$ cat src/hdl/reducer_defines.vh
// register map, field positions and reset values of the reducer window bank
`ifndef REDUCER_DEFINES_VH
`define REDUCER_DEFINES_VH
// register indexes; byte address is four times the index
`define IDX_B_H_OUT 12'h1A1
`define IDX_B_V_PAN 12'h1A2
`define IDX_B_V_WIN 12'h1A3
`define IDX_B_V_OUT 12'h1A4
`define IDX_A_H_PAN 12'h1A5
`define IDX_A_H_WIN 12'h1A6
`define IDX_A_H_OUT 12'h1A7
`define IDX_A_V_PAN 12'h1A8
`define IDX_A_V_WIN 12'h1A9
`define IDX_A_V_OUT 12'h1AA
`define IDX_LIVE_H_WIN 12'h1AB
// own additions: context select and live zoom load
`define IDX_CTX_SEL 12'h1B0
`define IDX_ZOOM_CTL 12'h1B1
// field positions
`define ORIGIN_BIT 14
`define FIELD_MSB 10
`define PAN_MASK 16'h47FF
`define SIZE_MASK 16'h07FF
// reset values
`define RST_PAN 16'h0000
`define RST_B_H_OUT 16'h0500
`define RST_B_V_WIN 16'h0400
`define RST_B_V_OUT 16'h0400
`define RST_A_H_WIN 16'h0500
`define RST_A_H_OUT 16'h0280
`define RST_A_V_WIN 16'h0400
`define RST_A_V_OUT 16'h0200
`define RST_B_H_WIN 16'h0500
`define RST_B_H_PAN 16'h0000
// centred origins
`define CENTRE_COL 12'h280
`define CENTRE_ROW 12'h200
`endif

$ cat src/hdl/pan_origin.v
// resolves a pan register into an absolute start coordinate
`timescale 1ns/1ps
`default_nettype none
`include "reducer_defines.vh"
module pan_origin #(
   parameter [11:0] CENTRE = 12'h200
) (
   input wire [15:0] pan,
   output wire [11:0] start
);
   // sign-extend the field; centred mode adds two's complement offset
   wire [11:0] offset_ext;
   assign offset_ext = {pan[`FIELD_MSB], pan[`FIELD_MSB:0]};
   assign start = pan[`ORIGIN_BIT] ? CENTRE + offset_ext
                                    : {1'b0, pan[`FIELD_MSB:0]};
endmodule // pan_origin
`default_nettype wire

$ cat src/hdl/reducer_window_config.v
// apb register bank for the reducer zoom window, pan and output size
//
// The APB interface to the registers was chosen for this implementation.
`timescale 1ns/1ps
`default_nettype none
`include "reducer_defines.vh"
// Summary of operation
// - context B vertical pan bit 14 picks top row or centred row 512
// - B vertical pan: unsigned from row 0, or signed from row 512
// - context B zoom height resets to 0x0400
// - B output height resets 0x0400, B output width resets 0x0500
// - context A horizontal pan bit 14 picks column 0 or 640; resets zero
// - A horizontal pan: unsigned from column 0, or signed from 640
// - context A zoom width resets to 0x0500
// - context A output width resets to 0x0280
// - A vertical pan bit 14 picks row 0 or signed from row 512
// - A zoom height resets 0x0400, A output height resets 0x0200
// - live zoom width register is read-only, writes ignored
// - live width in bits 10:0, tracks automatic zoom, 15:11 reserved
module reducer_window_config (
   input wire pclk,
   input wire presetn,
   input wire psel,
   input wire penable,
   input wire pwrite,
   input wire [31:0] paddr,
   input wire [31:0] pwdata,
   output reg [31:0] prdata,
   output reg pready,
   output reg pslverr,
   output reg ctx_sel_b,
   output reg [11:0] win_col_start,
   output reg [11:0] win_row_start,
   output reg [10:0] win_width,
   output reg [10:0] win_height,
   output reg [10:0] out_width,
   output reg [10:0] out_rows
);
   reg [15:0] b_h_out, b_v_pan, b_v_win, b_v_out;
   reg [15:0] a_h_pan, a_h_win, a_h_out, a_v_pan, a_v_win, a_v_ext;
   reg [10:0] live_width;
   reg ctx_sel;
   wire [11:0] idx;
   wire access;
   wire wr;
   reg [31:0] next_prdata;
   reg hit;
   wire [11:0] a_col, b_col, a_row, b_row;
   // context B zoom width is not held here; its reset value stands in
   wire [15:0] b_h_win_rst;

   assign b_h_win_rst = `RST_B_H_WIN;

   assign idx = paddr[13:2];
   // slave answers one cycle after the first access cycle, one wait state
   assign access = psel & penable & ~pready;
   assign wr = access & pwrite & (paddr[1:0] == 2'b00) & hit;

   // read mux; unmapped offsets answer with an error
   always @* begin
      next_prdata = 32'h0000_0000;
      hit = 1'b1;
      case (idx)
         `IDX_B_H_OUT: next_prdata = {16'h0000, b_h_out};
         `IDX_B_V_PAN: next_prdata = {16'h0000, b_v_pan};
         `IDX_B_V_WIN: next_prdata = {16'h0000, b_v_win};
         `IDX_B_V_OUT: next_prdata = {16'h0000, b_v_out};
         `IDX_A_H_PAN: next_prdata = {16'h0000, a_h_pan};
         `IDX_A_H_WIN: next_prdata = {16'h0000, a_h_win};
         `IDX_A_H_OUT: next_prdata = {16'h0000, a_h_out};
         `IDX_A_V_PAN: next_prdata = {16'h0000, a_v_pan};
         `IDX_A_V_WIN: next_prdata = {16'h0000, a_v_win};
         `IDX_A_V_OUT: next_prdata = {16'h0000, a_v_ext};
         `IDX_LIVE_H_WIN: next_prdata = {21'h0, live_width};
         `IDX_CTX_SEL: next_prdata = {31'h00000000, ctx_sel};
         `IDX_ZOOM_CTL: next_prdata = 32'h0000_0000;
         default: hit = 1'b0;
      endcase
      // upper address bits must be zero, else the bank would alias
      if (paddr[31:14] != 18'h0)
         hit = 1'b0;
   end

   // apb handshake and read data
   always @(posedge pclk or negedge presetn) begin
      if (!presetn) begin
         pready <= 1'b0;
         pslverr <= 1'b0;
         prdata <= 32'h0000_0000;
      end else begin
         pready <= psel & penable & ~pready;
         pslverr <= access & (~hit | (paddr[1:0] != 2'b00));
         if (access & ~pwrite)
            prdata <= hit ? next_prdata : 32'h0000_0000;
      end
   end

   // register writes
   always @(posedge pclk or negedge presetn) begin
      if (!presetn) begin
         b_h_out <= `RST_B_H_OUT;
         b_v_out <= `RST_B_V_OUT;
         b_v_win <= `RST_B_V_WIN;
         b_v_pan <= `RST_PAN;
         a_h_pan <= `RST_PAN;
         a_h_win <= `RST_A_H_WIN;
         a_h_out <= `RST_A_H_OUT;
         a_v_pan <= `RST_PAN;
         a_v_win <= `RST_A_V_WIN;
         a_v_ext <= `RST_A_V_OUT;
         ctx_sel <= 1'b0;
      end else if (wr) begin
         // 16-bit fields, undefined bits held zero
         case (idx)
            `IDX_B_H_OUT: b_h_out <= pwdata[15:0] & `SIZE_MASK;
            `IDX_B_V_PAN: b_v_pan <= pwdata[15:0] & `PAN_MASK;
            `IDX_B_V_WIN: b_v_win <= pwdata[15:0] & `SIZE_MASK;
            `IDX_B_V_OUT: b_v_out <= pwdata[15:0] & `SIZE_MASK;
            `IDX_A_H_PAN: a_h_pan <= pwdata[15:0] & `PAN_MASK;
            `IDX_A_H_WIN: a_h_win <= pwdata[15:0] & `SIZE_MASK;
            `IDX_A_H_OUT: a_h_out <= pwdata[15:0] & `SIZE_MASK;
            `IDX_A_V_PAN: a_v_pan <= pwdata[15:0] & `PAN_MASK;
            `IDX_A_V_WIN: a_v_win <= pwdata[15:0] & `SIZE_MASK;
            `IDX_A_V_OUT: a_v_ext <= pwdata[15:0] & `SIZE_MASK;
            `IDX_CTX_SEL: ctx_sel <= pwdata[0];
            default: ctx_sel <= ctx_sel;
         endcase
      end
   end

   // live zoom width: loaded from the active context window, or by
   // a write to the zoom control word (stand-in for automatic zoom)
   // writes to the live register itself are ignored
   always @(posedge pclk or negedge presetn) begin
      if (!presetn)
         live_width <= 11'h500;
      else if (wr && idx == `IDX_ZOOM_CTL)
         live_width <= pwdata[10:0];
      else if (wr && (idx == `IDX_A_H_WIN) && !ctx_sel)
         live_width <= pwdata[10:0];
      else if (wr && idx == `IDX_CTX_SEL)
         live_width <= pwdata[0] ? b_h_win_rst[10:0] : a_h_win[10:0];
   end

   // context A column start, signed from 640 in centred mode
   pan_origin #(.CENTRE(`CENTRE_COL)) u_a_col (
      .pan(a_h_pan),
      .start(a_col)
   );
   pan_origin #(.CENTRE(`CENTRE_ROW)) u_a_row (
      .pan(a_v_pan),
      .start(a_row)
   );
   pan_origin #(.CENTRE(`CENTRE_ROW)) u_b_row (
      .pan(b_v_pan),
      .start(b_row)
   );
   // context B horizontal pan lives outside this bank; fixed at reset
   pan_origin #(.CENTRE(`CENTRE_COL)) u_b_col (
      .pan(`RST_B_H_PAN),
      .start(b_col)
   );

   // window outputs follow the active context, except width, taken from the live zoom width
   // bit 14 of B vertical pan chose origin via pan_origin
   always @(posedge pclk or negedge presetn) begin
      if (!presetn) begin
         ctx_sel_b <= 1'b0;
         win_col_start <= 12'h000;
         win_row_start <= 12'h000;
         win_width <= 11'h500;
         win_height <= 11'h400;
         out_width <= 11'h280;
         out_rows <= 11'h200;
      end else begin
         ctx_sel_b <= ctx_sel;
         win_col_start <= ctx_sel ? b_col : a_col;
         win_row_start <= ctx_sel ? b_row : a_row;
         win_width <= live_width;
         win_height <= ctx_sel ? b_v_win[10:0] : a_v_win[10:0];
         out_width <= ctx_sel ? b_h_out[10:0] : a_h_out[10:0];
         out_rows <= ctx_sel ? b_v_out[10:0] : a_v_ext[10:0];
      end
   end
endmodule // reducer_window_config
`default_nettype wire

$ cat config.mk
export PLATFORM = sky130hd
export DESIGN_NAME = reducer_window_config
export DESIGN_NICKNAME = d
export VERILOG_FILES = /design/src/hdl/pan_origin.v /design/src/hdl/reducer_window_config.v
export VERILOG_INCLUDE_DIRS = /design/src /design/src/hdl
export SDC_FILE = /design/constraint.sdc
export NUM_CORES = 1
export LEC_CHECK = 0
export ABC_AREA = 1
export BUFFER_PORTS_ARGS = -buffer_cell sky130_fd_sc_hd__clkbuf_2
export CAP_MARGIN = 20
export CORE_MARGIN = 3
export CORE_UTILIZATION = 61
export CTS_CLUSTER_DIAMETER = 200
export CTS_CLUSTER_SIZE = 16
export DETAILED_ROUTE_END_ITERATION = 10
export PLACE_DENSITY = 0.85
export SYNTH_ARGS = -nofsm -noshare
export SYNTH_HDL_FRONTEND = slang
export SYNTH_HIERARCHICAL = 1
export SYNTH_SLANG_ARGS = --single-unit
$ cat constraint.sdc
create_clock -name pclk -period 3.1 [get_ports pclk]
set_input_delay 0.62 -clock pclk [delete_from_list [all_inputs] [get_ports pclk]]
set_output_delay 0.62 -clock pclk [all_outputs]
set_load 0.01 [all_outputs]
==> summary.md <==
| Metric | Value |
|---|---|
| Tmin final | 2650 ps |
| Post-CTS Setup Repair Bufs | 0 |
| Final Hold Fails | 0 |
| CTS buffer count | 16 |
| CTS tree | done |
| Max clock buf depth | 3 |
| Post-route ant nets | 0 |
| Drc violations | 0 |
| Largest family of logic cells by synthesized area | simple AND/OR/NAND/NOR gates |
| Setup crit end kind | flip-flop |
| Fmax | approximately 380 MHz |
| Largest net degree at the start of global routing | a little over 80 |
| CP max FO | 22 |
| Yosys cell types | 37 |
| Die height | between 100 and 150 µm |
| # diodes | 0 |
| Vias/cell | between 5 and 6 |
| Fin worst setup slack | roughly 450 ps |
| Worst slew pin tran | 768 ps |
| Mux cell area share after synthesis | 0 |
| Dpl hpwl | about 19 mm |
| Synthesized flop and latch total | 208 |
| Tcrit/Tclk final | 0.856 |
| Dominant cells by area after synthesis | dfrtp_1 45%, nand2_1 8.1%, inv_1 5.9%, o21ai_2 5.9%, dfstp_2 4.5% |
| Max_cap viols | 0 |
| Async set or reset register ratio after synthesis | 1.00 |
| Drt total wl | between 20 and 30 mm |
| Setup TNS | 0 ps |
| Worst-Skew Late Latency | roughly 480 ps |
| CORE AREA | ~17000 µm² |
| # rows | between 40 and 50 |
| DR vias | ~8500 |
| VDD IR-drop max | between 500 and 600 µV |
| Synth Warn # | 6 |
| Main synth FF type | dfrtp_1 |
| First DRT Iteration DRCs | between 800 and 900 |
| Worst slew margin | 0.488 |
| Leakage power | roughly 6.2 nW |
| H-Tree Depth | 1 |
| CTS Hold Bufs | 0 |
| Syn Inst Count | ~1200 |
| Vias in the first global route | 8040 |
| Root Buffer | clkbuf_16 |
| Simple logic cell fraction of the synthesized area | 0.215 |
| Post-synth EDFFs | 0 |
| Worst Setup Path Type | in2reg |
| Status | finished clean |
| Syn avg cell area | 8.72 µm² |
| Filler cell count | about 1300 |
| Die ar. | 19000 µm² |
| Routed WL per cell | ~18 µm |
| GRT Overall Usage | 0.289 |
| Clock Skews | 18.5 ps |
| Sequential area share after synthesis | 0.492 |
| WP data required | ~3500 ps |
| XOR/XNOR share of the synthesized area | 0.00165 |
| Synth Area in Adders | 0.00471 |
| P&R area growth vs syn | 9.03% |
| DR pass1 iterations | 5 |
| Compound-Gate Fraction of Synth Area | 0.142 |
| Grt total ovfl | 0 |
| CTS sink cnt | 208 |
| Worst setup SP type | input pin |
| Final net count | 1389 |
| Post-CTS sizing | 0 |
| Hold Path Class | in2async |
| Largest area contributor in the netlist | dfrtp_1 |
| Global-route wire length before repair | roughly 42 mm |
| RSZ-0062 raised after global routing | false |
| Syn Std Cell Area | approximately 11000 µm² |
| PD cells | around 420 nW/µm² |
| Pins Over Slew Limit | 0 |
| Final setup violation count | 0 |
| Ratio of cells with drive above 1 in the final layout | 0.278 |
| Arr. time, crit path | 3070 ps |
| IO Port Bufs | around 130 |
| Pre-CTS worst setup slack | -15.4 ps |
| Initial antenna violation count | 0 |
| Initial core utilization | 0.632 |
| GP Congestion | roughly 0.96 |
| Clk pin slew, worst setup/hold paths | around 80 ps |
| Post-synth top area share | 0.447 |
| Die Wd | between 100 and 150 µm |
| I/O pin count | ~170 |
-- sequential cells by signal (all words and copies together), names as in the netlist, 12 cells and up --
name	count
a_v_pan	12
a_h_pan	12
win_col_start	12
win_row_start	12
prdata	12
b_v_pan	12
-- path summary, 6_finish.rpt --
check | start | endpoint | slack [ps] | cells after the start
max | paddr[9] | a_v_ext[0] | 450 | 15
min | presetn | win_row_start[7] | 130 | 1
max reg2reg | pready | a_v_ext[0] | 940 | 7
min reg2reg | live_width[10] | win_width[10] | 380 | 0
max in group asynchronous | presetn | b_v_pan[14] | 2180 | 2
min in group pclk | live_width[10] | win_width[10] | 380 | 0
-- layout by cell type, fill, tap and decap left out, types with 10 or more instances in the layout --
| cell | instances |
|---|---|
| a21oi_1 | 11 |
| clkbuf_16 | 17 |
| buf_4 | 23 |
| clkbuf_2 | 130 |
| nand3_1 | 62 |
| conb_1 | 41 |
| nand2_2 | 66 |
| nor2_1 | 59 |
| nand4_1 | 27 |
| clkbuf_1 | 10 |
| o21ai_0 | 74 |
| nand2_1 | 230 |
| dfstp_2 | 18 |
| o22ai_1 | 54 |
| o21ai_2 | 71 |
| dfrtp_1 | 189 |
| inv_1 | 168 |
| inv_2 | 10 |
| o21ai_1 | 19 |
| nor2_2 | 11 |
-- power breakdown --
| group | switching [mW] | internal [mW] |
|---|---|---|
| Sequential | 0.00438 | 2.73 |
| Clock | 0.928 | 1.02 |
| Combinational | 0.180 | 0.0599 |
| Total | 1.11 | 3.81 |
-- Yosys cell counts (4+ instances only) --
master,count
o21ai_2,71
a21oi_1,11
o21ai_0,74
buf_8,8
dfstp_2,18
ha_1,4
o21ai_1,19
buf_4,59
buf_2,7
nand2_1,230
inv_2,10
nor2_1,59
clkbuf_1,30
nor2_8,8
nand2_2,66
inv_1,168
dfrtp_1,190
buf_6,11
nor2_2,11
nand4_1,27
o22ai_1,54
nand3_1,62
-- layout make-up --
type / instances / area (µm²) / area share
clock buffer: 27 / 463 / 0.0400
sequential: 208 / 5230 / 0.451
inverter: 181 / 682 / 0.0589
timing repair buffer: 158 / 917 / 0.0792
tap: 220 / 275 / 0.0238
multi-input combinational: 751 / 4020 / 0.347
-- layer usage --
metal  global-route usage  vias to the layer above  part of all wire
met5                    0                        -                 0
met4                0.117                        0             0.046
met3               0.0581                       77             0.097
met2                0.453                      471              0.46
met1                0.398                     3944              0.39
li1                     -                     3988                 -
-- cell families (layout without fill, tap and decap cells) --
group / count (synthesis) / in the layout
other cells: 1 / 41
flops: 208 / 208
buf+inv: 300 / 366
xor+xnor: 2 / 2
fa+ha+maj: 4 / 4
compound gates: 232 / 232
simple gates: 472 / 472
-- worst max-delay path, cell delays in order --
cell	delay (ps)
clkbuf_2	90
inv_1	40
nor2_1	200
nand2_1	200
nor2_2	220
nand2_1	160
nand3_1	120
nor2_1	60
nand2_2	100
nand2_2	80
inv_4	160
nand2_4	290
nor2_8	490
nand2_1	110
o21ai_1	90
-- stage by stage --
stage           util  power, mW  cells  hold WS, ps  instance area (µm²)
2_1_floorplan      -       2.91   1259          324                10800
3_3_place_gp   0.661       3.02   1518          387                11100
3_5_place_dp   0.661       3.02   1518          388                11100
4_1_cts        0.689       4.95   1545          145                11600
5_1_grt        0.689       5.08   1545          170                11600
6_report       0.689       4.92   1545          134                11600
Note: power is estimated with default switching activity, not from simulation.
